<file path="config.mk">
export PLATFORM = sky130hd
export DESIGN_NAME = program_counter_fetch_sequencer
export DESIGN_NICKNAME = d
export VERILOG_FILES = /design/src/design/fetch_seq_pkg.sv /design/src/design/program_counter_fetch_sequencer.sv
export SDC_FILE = /design/constraint.sdc
export NUM_CORES = 1
export LEC_CHECK = 0
export BUFFER_PORTS_ARGS = -buffer_cell sky130_fd_sc_hd__buf_4
export CAP_MARGIN = 5
export CELL_PAD_IN_SITES_DETAIL_PLACEMENT = 1
export CELL_PAD_IN_SITES_GLOBAL_PLACEMENT = 1
export CORE_AREA = 3 3 150 116
export CTS_BUF_LIST = sky130_fd_sc_hd__clkbuf_4 sky130_fd_sc_hd__clkbuf_8
export DETAILED_ROUTE_END_ITERATION = 7
export DIE_AREA = 0 0 153 119
export GPL_TIMING_DRIVEN = 0
export PLACE_DENSITY = 0.92
export SLEW_MARGIN = 15
export SYNTH_ARGS = -nofsm -noshare
export SYNTH_HDL_FRONTEND = slang
export SYNTH_SLANG_ARGS = --single-unit
export TNS_END_PERCENT = 30
</file>
<file path="constraint.sdc">
create_clock -name ref_clk -period 5.4 [get_ports ref_clk]
set_clock_uncertainty 0.15 [all_clocks]
set_input_delay 1.08 -clock ref_clk [delete_from_list [all_inputs] [get_ports ref_clk]]
set_output_delay 1.08 -clock ref_clk [all_outputs]
set_load 0.02 [all_outputs]
</file>
<file path="src/design/fetch_seq_pkg.sv">
package fetch_seq_pkg;
  localparam int PC_W = 21;
  localparam int INSTR_W = 16;
  localparam int SREG_W = 8;
  localparam int LATU_W = 5;
  localparam int ADDR_W = 8;
  localparam int DATA_W = 32;
  // Build choices for implemented program memory, in bytes
  localparam int unsigned PMEM_32K = 32'h0000_8000;
  localparam int unsigned PMEM_16K = 32'h0000_4000;
  localparam logic [PC_W-1:0] RESET_VECTOR = 21'h00000;
  localparam logic [PC_W-1:0] HIGH_VECTOR = 21'h00008;
  localparam logic [PC_W-1:0] LOW_VECTOR = 21'h00018;
  localparam logic [PC_W-1:0] PC_STEP = 21'h00002;
  localparam logic [INSTR_W-1:0] NOP_WORD = 16'h0000;
  // Register byte offsets
  localparam logic [ADDR_W-1:0] OFF_PC_LOW = 8'h00;
  localparam logic [ADDR_W-1:0] OFF_LATH = 8'h04;
  localparam logic [ADDR_W-1:0] OFF_LATU = 8'h08;
  localparam logic [ADDR_W-1:0] OFF_CTRL = 8'h0C;
  localparam logic [ADDR_W-1:0] OFF_STAT = 8'h10;
  localparam int CTRL_RUN_BIT = 0;
  localparam logic CTRL_RUN_RESET = 1'b1;
  localparam int STAT_PHASE_LSB = 24;
  localparam logic [1:0] RESP_OKAY = 2'h0;
  localparam logic [1:0] RESP_SLVERR = 2'h2;
  typedef enum logic [3:0] {
    PHASE_ONE = 4'h1,
    PHASE_TWO = 4'h2,
    PHASE_THREE = 4'h4,
    PHASE_FOUR = 4'h8
  } phase_t;
endpackage

</file>
<file path="src/design/program_counter_fetch_sequencer.sv">
// Implementation choices: the register addresses and register access over AXI4-Lite.
`timescale 1ns/10ps
// Operation
// [RULE_01] Program counter is 21 bits, 2-Mbyte space.
// [RULE_02] Fetch beyond implemented memory returns zero.
// [RULE_03] Reset fetches 0000h; interrupts vector 0008h/0018h.
// [RULE_04] Implemented memory size is 32K or 16K.
// [RULE_05] One-deep shadow stack, invisible to software.
// [RULE_06] Interrupt entry saves status, working, bank.
// [RULE_07] Fast return restores the three registers.
// [RULE_08] High interrupt overwrites low interrupt's shadow.
// [RULE_09] Fast call saves; fast return restores.
// [RULE_10] Counter low byte is software readable, writable.
// [RULE_11] Bits 15:8, 20:16 hidden, loaded via latches; the STAT read returns all 21 counter bits.
// [RULE_12] Counter bit 0 is always zero.
// [RULE_13] Sequential execution advances by two.
// [RULE_14] Calls, gotos, branches load directly, no latches.
// [RULE_15] Low byte write copies latches into counter.
// [RULE_16] Low byte read copies counter into latches.
// [RULE_17] Clock divided by four into ordered phases.
// [RULE_18] Increment in phase one; fetch in four.
// [RULE_19] Latched instruction executes in following cycle.
// [RULE_20] Upper latch keeps five bits; rest read zero.
module program_counter_fetch_sequencer
  import fetch_seq_pkg::*;
#(
  parameter int unsigned PMEM_BYTES = PMEM_32K
) (
  input wire logic ref_clk,
  input wire logic rstn,
  input wire logic [ADDR_W-1:0] s_axi_awaddr,
  input wire logic s_axi_awvalid,
  output logic s_axi_awready,
  input wire logic [DATA_W-1:0] s_axi_wdata,
  input wire logic [3:0] s_axi_wstrb,
  input wire logic s_axi_wvalid,
  output logic s_axi_wready,
  output logic [1:0] s_axi_bresp,
  output logic s_axi_bvalid,
  input wire logic s_axi_bready,
  input wire logic [ADDR_W-1:0] s_axi_araddr,
  input wire logic s_axi_arvalid,
  output logic s_axi_arready,
  output logic [DATA_W-1:0] s_axi_rdata,
  output logic [1:0] s_axi_rresp,
  output logic s_axi_rvalid,
  input wire logic s_axi_rready,
  output logic [PC_W-1:0] pmem_addr,
  output logic pmem_rd,
  input wire logic [INSTR_W-1:0] pmem_rdata,
  input wire logic irq_high_req,
  input wire logic irq_low_req,
  output logic irq_ack,
  output logic irq_ack_high,
  input wire logic branch_req,
  input wire logic [PC_W-1:0] branch_target,
  input wire logic fast_save,
  input wire logic fast_return,
  input wire logic [SREG_W-1:0] status_in,
  input wire logic [SREG_W-1:0] working_in,
  input wire logic [SREG_W-1:0] bank_in,
  output logic restore_valid,
  output logic [SREG_W-1:0] restore_status,
  output logic [SREG_W-1:0] restore_working,
  output logic [SREG_W-1:0] restore_bank,
  output logic [INSTR_W-1:0] exec_instr,
  output logic exec_valid,
  output phase_t phase
);

  if (PMEM_BYTES != PMEM_32K && PMEM_BYTES != PMEM_16K) begin : g_bad_size
    $error("PMEM_BYTES must be 32 Kbytes or 16 Kbytes"); // [RULE_04]
  end

  function automatic logic hit(input logic [ADDR_W-1:0] a, input logic [ADDR_W-1:0] off);
    return a == off;
  endfunction

  logic [1:0] rst_sync_q;
  logic rst_n;
  always_ff @(posedge ref_clk or negedge rstn) begin
    if (!rstn) begin
      rst_sync_q <= 2'h0;
    end else begin
      rst_sync_q <= {rst_sync_q[0], 1'b1};
    end
  end
  assign rst_n = rst_sync_q[1];

  phase_t phase_q, phase_d;
  logic run_q;
  logic [PC_W-1:0] pc_q, pc_d, fetch_addr_q;
  logic [7:0] lath_q, lath_d;
  logic [LATU_W-1:0] latu_q, latu_d;
  logic [INSTR_W-1:0] instr_q;
  logic instr_valid_q;
  logic [SREG_W-1:0] sh_status_q, sh_working_q, sh_bank_q;
  logic restore_valid_q;
  logic bvalid_q, rvalid_q;
  logic [1:0] bresp_q, rresp_q;
  logic [DATA_W-1:0] rdata_q;

  // Bus decode
  wire wr_go = s_axi_awvalid & s_axi_wvalid & ~bvalid_q;
  wire rd_go = s_axi_arvalid & ~rvalid_q;
  wire wr_lane = wr_go & s_axi_wstrb[0];
  wire wr_pc_low = wr_lane & hit(s_axi_awaddr, OFF_PC_LOW);
  wire wr_lath = wr_lane & hit(s_axi_awaddr, OFF_LATH);
  wire wr_latu = wr_lane & hit(s_axi_awaddr, OFF_LATU);
  wire wr_ctrl = wr_lane & hit(s_axi_awaddr, OFF_CTRL);
  wire wr_known = hit(s_axi_awaddr, OFF_PC_LOW) | hit(s_axi_awaddr, OFF_LATH)
                | hit(s_axi_awaddr, OFF_LATU) | hit(s_axi_awaddr, OFF_CTRL)
                | hit(s_axi_awaddr, OFF_STAT);
  wire rd_pc_low = rd_go & hit(s_axi_araddr, OFF_PC_LOW);
  wire rd_known = hit(s_axi_araddr, OFF_PC_LOW) | hit(s_axi_araddr, OFF_LATH)
                | hit(s_axi_araddr, OFF_LATU) | hit(s_axi_araddr, OFF_CTRL)
                | hit(s_axi_araddr, OFF_STAT);
  wire [DATA_W-1:0] rd_mux =
      hit(s_axi_araddr, OFF_PC_LOW) ? {24'h000000, pc_q[7:0]} : // [RULE_10]
      hit(s_axi_araddr, OFF_LATH) ? {24'h000000, lath_q} :
      hit(s_axi_araddr, OFF_LATU) ? {27'h0000000, latu_q} : // [RULE_20]
      hit(s_axi_araddr, OFF_CTRL) ? {31'h00000000, run_q} :
      hit(s_axi_araddr, OFF_STAT) ? {4'h0, phase_q, 3'h0, pc_q} :
      32'h00000000;

  // Sequencer events
  wire ph1 = run_q & (phase_q == PHASE_ONE);
  wire ph4 = run_q & (phase_q == PHASE_FOUR);
  wire take_branch = ph4 & branch_req & ~wr_pc_low;
  wire irq_any = irq_high_req | irq_low_req;
  wire irq_take = ph4 & irq_any & ~branch_req & ~wr_pc_low;
  wire [PC_W-1:0] irq_vec = irq_high_req ? HIGH_VECTOR : LOW_VECTOR;
  wire shadow_save = irq_take | (take_branch & fast_save); // [RULE_06] [RULE_09]
  wire in_range = fetch_addr_q < PC_W'(PMEM_BYTES);
  // Beyond implemented memory the fetch reads as a no-operation word
  wire [INSTR_W-1:0] fetch_word = in_range ? pmem_rdata : NOP_WORD; // [RULE_02]

  always_comb begin
    case (phase_q)
      PHASE_ONE: phase_d = PHASE_TWO;
      PHASE_TWO: phase_d = PHASE_THREE;
      PHASE_THREE: phase_d = PHASE_FOUR;
      PHASE_FOUR: phase_d = PHASE_ONE;
      default: phase_d = PHASE_ONE;
    endcase
  end

  // A software write of the low byte outranks every core redirect
  always_comb begin
    if (wr_pc_low) begin
      pc_d = {latu_q, lath_q, s_axi_wdata[7:1], 1'b0}; // [RULE_15] [RULE_11]
    end else if (take_branch) begin
      pc_d = {branch_target[PC_W-1:1], 1'b0}; // [RULE_14]
    end else if (irq_take) begin
      pc_d = irq_vec; // [RULE_03]
    end else if (ph1) begin
      pc_d = pc_q + PC_STEP; // [RULE_13] [RULE_01]
    end else begin
      pc_d = pc_q;
    end
  end

  // Read copy wins over a same-cycle latch write
  assign lath_d = rd_pc_low ? pc_q[15:8] : (wr_lath ? s_axi_wdata[7:0] : lath_q); // [RULE_16]
  assign latu_d = rd_pc_low ? pc_q[20:16] : (wr_latu ? s_axi_wdata[LATU_W-1:0] : latu_q);

  always_ff @(posedge ref_clk or negedge rst_n) begin
    if (!rst_n) begin
      phase_q <= PHASE_ONE;
      run_q <= CTRL_RUN_RESET;
      pc_q <= RESET_VECTOR; // [RULE_03]
      lath_q <= 8'h00;
      latu_q <= 5'h00;
    end else begin
      phase_q <= run_q ? phase_d : phase_q; // [RULE_17]
      run_q <= wr_ctrl ? s_axi_wdata[CTRL_RUN_BIT] : run_q;
      pc_q <= {pc_d[PC_W-1:1], 1'b0}; // [RULE_12]
      lath_q <= lath_d;
      latu_q <= latu_d;
    end
  end

  // Address is taken at the end of phase one so memory has three cycles to answer
  always_ff @(posedge ref_clk or negedge rst_n) begin
    if (!rst_n) begin
      fetch_addr_q <= RESET_VECTOR;
      instr_q <= NOP_WORD;
      instr_valid_q <= 1'b0;
    end else begin
      if (ph1) begin
        fetch_addr_q <= pc_q; // [RULE_18]
      end
      if (ph4) begin
        instr_q <= fetch_word; // [RULE_18] [RULE_19]
        instr_valid_q <= ~(take_branch | irq_take | wr_pc_low);
      end
    end
  end

  // Shadow copy has no port toward software and no nesting guard
  always_ff @(posedge ref_clk or negedge rst_n) begin
    if (!rst_n) begin
      sh_status_q <= 8'h00;
      sh_working_q <= 8'h00;
      sh_bank_q <= 8'h00;
      restore_valid_q <= 1'b0;
    end else begin
      if (shadow_save) begin
        sh_status_q <= status_in; // [RULE_05] [RULE_08]
        sh_working_q <= working_in;
        sh_bank_q <= bank_in;
      end
      restore_valid_q <= ph4 & fast_return; // [RULE_07]
    end
  end

  always_ff @(posedge ref_clk or negedge rst_n) begin
    if (!rst_n) begin
      bvalid_q <= 1'b0;
      bresp_q <= RESP_OKAY;
      rvalid_q <= 1'b0;
      rresp_q <= RESP_OKAY;
      rdata_q <= 32'h00000000;
    end else begin
      if (wr_go) begin
        bvalid_q <= 1'b1;
        bresp_q <= wr_known ? RESP_OKAY : RESP_SLVERR;
      end else if (s_axi_bready) begin
        bvalid_q <= 1'b0;
      end
      if (rd_go) begin
        rvalid_q <= 1'b1;
        rresp_q <= rd_known ? RESP_OKAY : RESP_SLVERR;
        rdata_q <= rd_mux;
      end else if (s_axi_rready) begin
        rvalid_q <= 1'b0;
      end
    end
  end

  assign s_axi_awready = wr_go;
  assign s_axi_wready = wr_go;
  assign s_axi_bvalid = bvalid_q;
  assign s_axi_bresp = bresp_q;
  assign s_axi_arready = rd_go;
  assign s_axi_rvalid = rvalid_q;
  assign s_axi_rresp = rresp_q;
  assign s_axi_rdata = rdata_q;
  assign pmem_addr = fetch_addr_q;
  assign pmem_rd = ph4;
  assign irq_ack = irq_take;
  assign irq_ack_high = irq_take & irq_high_req;
  assign restore_valid = restore_valid_q;
  assign restore_status = sh_status_q;
  assign restore_working = sh_working_q;
  assign restore_bank = sh_bank_q;
  assign exec_instr = instr_q;
  assign exec_valid = instr_valid_q;
  assign phase = phase_q;
endmodule // program_counter_fetch_sequencer

</file>
==> flow_metrics.env <==
export IMPL_outcome="complete, no violations"
export IMPL_dieWidth_um=153
export IMPL_synth_area_top_cells="dfrtp_1 (52%), mux2_4 (4.8%), a22o_1 (4.8%)"
export IMPL_end_kind="primary output"
export IMPL_final_antenna_net_count=0
export IMPL_wirelength_um=21700
export IMPL_io_pins=236
export IMPL_design_area_um2=8480
export IMPL_worst_setup_path_type="in2out"
export IMPL_synth_edf_count=0
export IMPL_cts_resized=0
export IMPL_hold_buffers=0
export IMPL_fin_setup_tns_ps=0
export IMPL_slew_viol_final=0
export IMPL_gp_congestion=0.935
export IMPL_drt_pass1_iterations=4
export IMPL_vias=5483
export IMPL_layout_commonest_cell="buf_4"
export IMPL_core_um2=16000
export IMPL_whs_ps=132
export IMPL_grt_overflow=0
export IMPL_wl_per_cell_um=21.8
export IMPL_grt_total_usage=0.240
export IMPL_rows=40
export IMPL_port_buffers=197
export IMPL_final_cell_mix="buf_4 (208), dfrtp_1 (128), nor2_1 (41), a22o_1 (34), nand2_1 (31)"
export IMPL_netlist_area_leader_share=0.520
export IMPL_drc=0
export IMPL_cp_data_required_time_ps=4170
export IMPL_initial_utilization=0.389
export IMPL_fin_crit_sh=0.789
export IMPL_syn_cell_area_um2=6200
export IMPL_drt_iter0_drc=426
export IMPL_cts_sinks=131
export IMPL_antenna_cells=0
export IMPL_max_freq_mhz=235
export IMPL_start_kind="input port"
export IMPL_postLayoutCoreUtil=0.531
export IMPL_drive_above_1_share=0.390
export IMPL_crit_arrival_ps=3030
export IMPL_synthFlopType="dfrtp_1"
export IMPL_post_cts_buffers=0
export IMPL_cts_tree="built"
export IMPL_drt_vias_per_instance=5.53
export IMPL_grt_pass1_vias=5782
export IMPL_rsz0062_at_grt="no"
export IMPL_die_h_um=119
export IMPL_ctsHtreeMaxLevel=4
export IMPL_clockBufferDepth=2
export IMPL_crit_fanout=9
export IMPL_relSlewSlack=0.305
export IMPL_yosysSeqAreaShare=0.529
export IMPL_path_clk_slew_ps=80
export IMPL_hold_viol=0
export IMPL_synth_cells=542
export IMPL_nNetsFinal=895
export IMPL_setup_viol=0
export IMPL_grt_pass1_wl_um=33800
export IMPL_hpwlAfterDp_um=16500
export IMPL_yosys_area_top_type="dfrtp_1"
export IMPL_cts_root_buf="clkbuf_8"
export IMPL_place_area_um2=8040
export IMPL_maxCapViolations=0
export IMPL_die_area_um2=18200
export IMPL_synth_cell_type_count=66
export IMPL_total_power_mw=2.15
export IMPL_synth_seq_cells=131
export IMPL_finalCriticalPeriod_ps=4260
export IMPL_p_leak_nw=4.37
export IMPL_p_per_area_nw_per_um2=254
export IMPL_grt_antenna_before_repair=0
export IMPL_ir_drop_uv=137
export IMPL_cts_made_buffers=17
export IMPL_area_growth_pct=36.6
export IMPL_fillCellCount=1760
export IMPL_clk_latency_ps=460
export IMPL_syn_avg_cell_area_um2=11.4
export IMPL_async_reset_ff_frac=1.00
export IMPL_worst_pin_slew_ps=1040
export IMPL_hp_class="reg2async"
export IMPL_yosys_warnings=0
export IMPL_grt_start_max_net_pins=53
-- registers in the layout, summed over array words and instances (netlist names), 2 cells and up --
| register | flops |
|---|---|
| restore_working | 8 |
| pc_q | 20 |
| phase | 4 |
| lath_q | 8 |
| pmem_addr | 20 |
| latu_q | 5 |
| restore_bank | 8 |
| restore_status | 8 |
| exec_instr | 16 |
| s_axi_rdata | 25 |
| rst_sync_q | 2 |
-- synthesized netlist by cell type (3+ instances only) --
| cell type | number |
|---|---|
| mux2_2 | 24 |
| inv_1 | 11 |
| nand3b_1 | 4 |
| xnor2_1 | 9 |
| o211ai_1 | 4 |
| a22oi_1 | 9 |
| nor4_1 | 8 |
| nand2_1 | 31 |
| buf_4 | 11 |
| and3_1 | 3 |
| nand3_1 | 13 |
| clkbuf_1 | 27 |
| mux2i_1 | 15 |
| nor2_1 | 41 |
| a22o_1 | 34 |
| buf_1 | 5 |
| xor2_1 | 7 |
| a221oi_1 | 11 |
| o22ai_1 | 9 |
| dfrtp_1 | 129 |
| a21oi_1 | 20 |
| o21ai_0 | 17 |
| o21a_1 | 3 |
| nor3_1 | 8 |
| nand4_1 | 7 |
| nor2b_1 | 5 |
| mux2_4 | 20 |
| a31oi_1 | 3 |
| or3_1 | 6 |
-- power by group --
| part | total (mW) | switching, mW | internal [mW] |
|---|---|---|---|
| clock | 0.900 | 0.413 | 0.487 |
| sequential | 1.04 | 0.0337 | 1.01 |
| combinational | 0.214 | 0.114 | 0.0999 |
| total | 2.15 | 0.561 | 1.59 |
-- final timing paths --
path | from | to | slack (ps) | depth (start not counted)
setup reg to reg | phase[0]$_DFFE_PN1P_ | pc_q[4]$_DFFE_PN0P_ | 2250 | 6
setup / recovery | s_axi_awaddr[0] | irq_ack_high | 1140 | 6
max in group asynchronous | rst_sync_q[1]$_DFF_PN0_ | latu_q[1]$_DFFE_PN0P_ | 4070 | 2
hold / removal | rst_sync_q[1]$_DFF_PN0_ | restore_status[6]$_DFFE_PN0P_ | 130 | 0
hold reg to reg | rst_sync_q[1]$_DFF_PN0_ | restore_status[6]$_DFFE_PN0P_ | 130 | 0
min in group ref_clk | rst_sync_q[0]$_DFF_PN0_ | rst_sync_q[1]$_DFF_PN0_ | 220 | 0
-- metal layers --
| layer | GRT usage | routed length (µm) | vias up |
|---|---|---|---|
| li1 | - | - | 2441 |
| met1 | 0.322 | 9190 | 2765 |
| met2 | 0.384 | 10400 | 252 |
| met3 | 0.0650 | 1810 | 25 |
| met4 | 0.0707 | 294 | 0 |
| met5 | 0 | 0 | - |
-- stage by stage --
step           worst slack [ps]  instances
6_report                   1140        992
5_1_grt                    1060        992
4_1_cts                    1170        992
3_5_place_dp               1160        960
3_3_place_gp               -230        958
2_1_floorplan              1330        551
-- cell type report --
type                            count  area (µm²)  area share
Buffer                             47         265      0.0313
Clock buffer                       21         270      0.0319
Clock inverter                     11         154      0.0182
Inverter                           11        41.3     0.00487
Multi-Input combinational cell    362        2660       0.314
Sequential cell                   131        3280       0.388
Tap cell                          210         263      0.0310
Timing Repair Buffer              199        1530       0.181
-- critical path: stages --
cell	delay (ps)
buf_4	110
or4_4	570
nor4_4	610
nor3_2	250
and2_1	250
buf_4	160
-- cell families (layout without fill, tap and decap cells) --
family                   Yosys count  after routing  synth area share
flip-flops                       131            131             0.529
AO/OA/AOI/OAI                    132            132             0.159
AND/OR/NAND/NOR                  143            143             0.121
multiplexers                      59             59             0.116
adder cells (fa/ha/maj)            1              1           0.00202
buffers and inverters             58            289            0.0494
XOR/XNOR                          16             16            0.0226
other                              2             11           0.00121
Power figures use the tool's default switching activity.
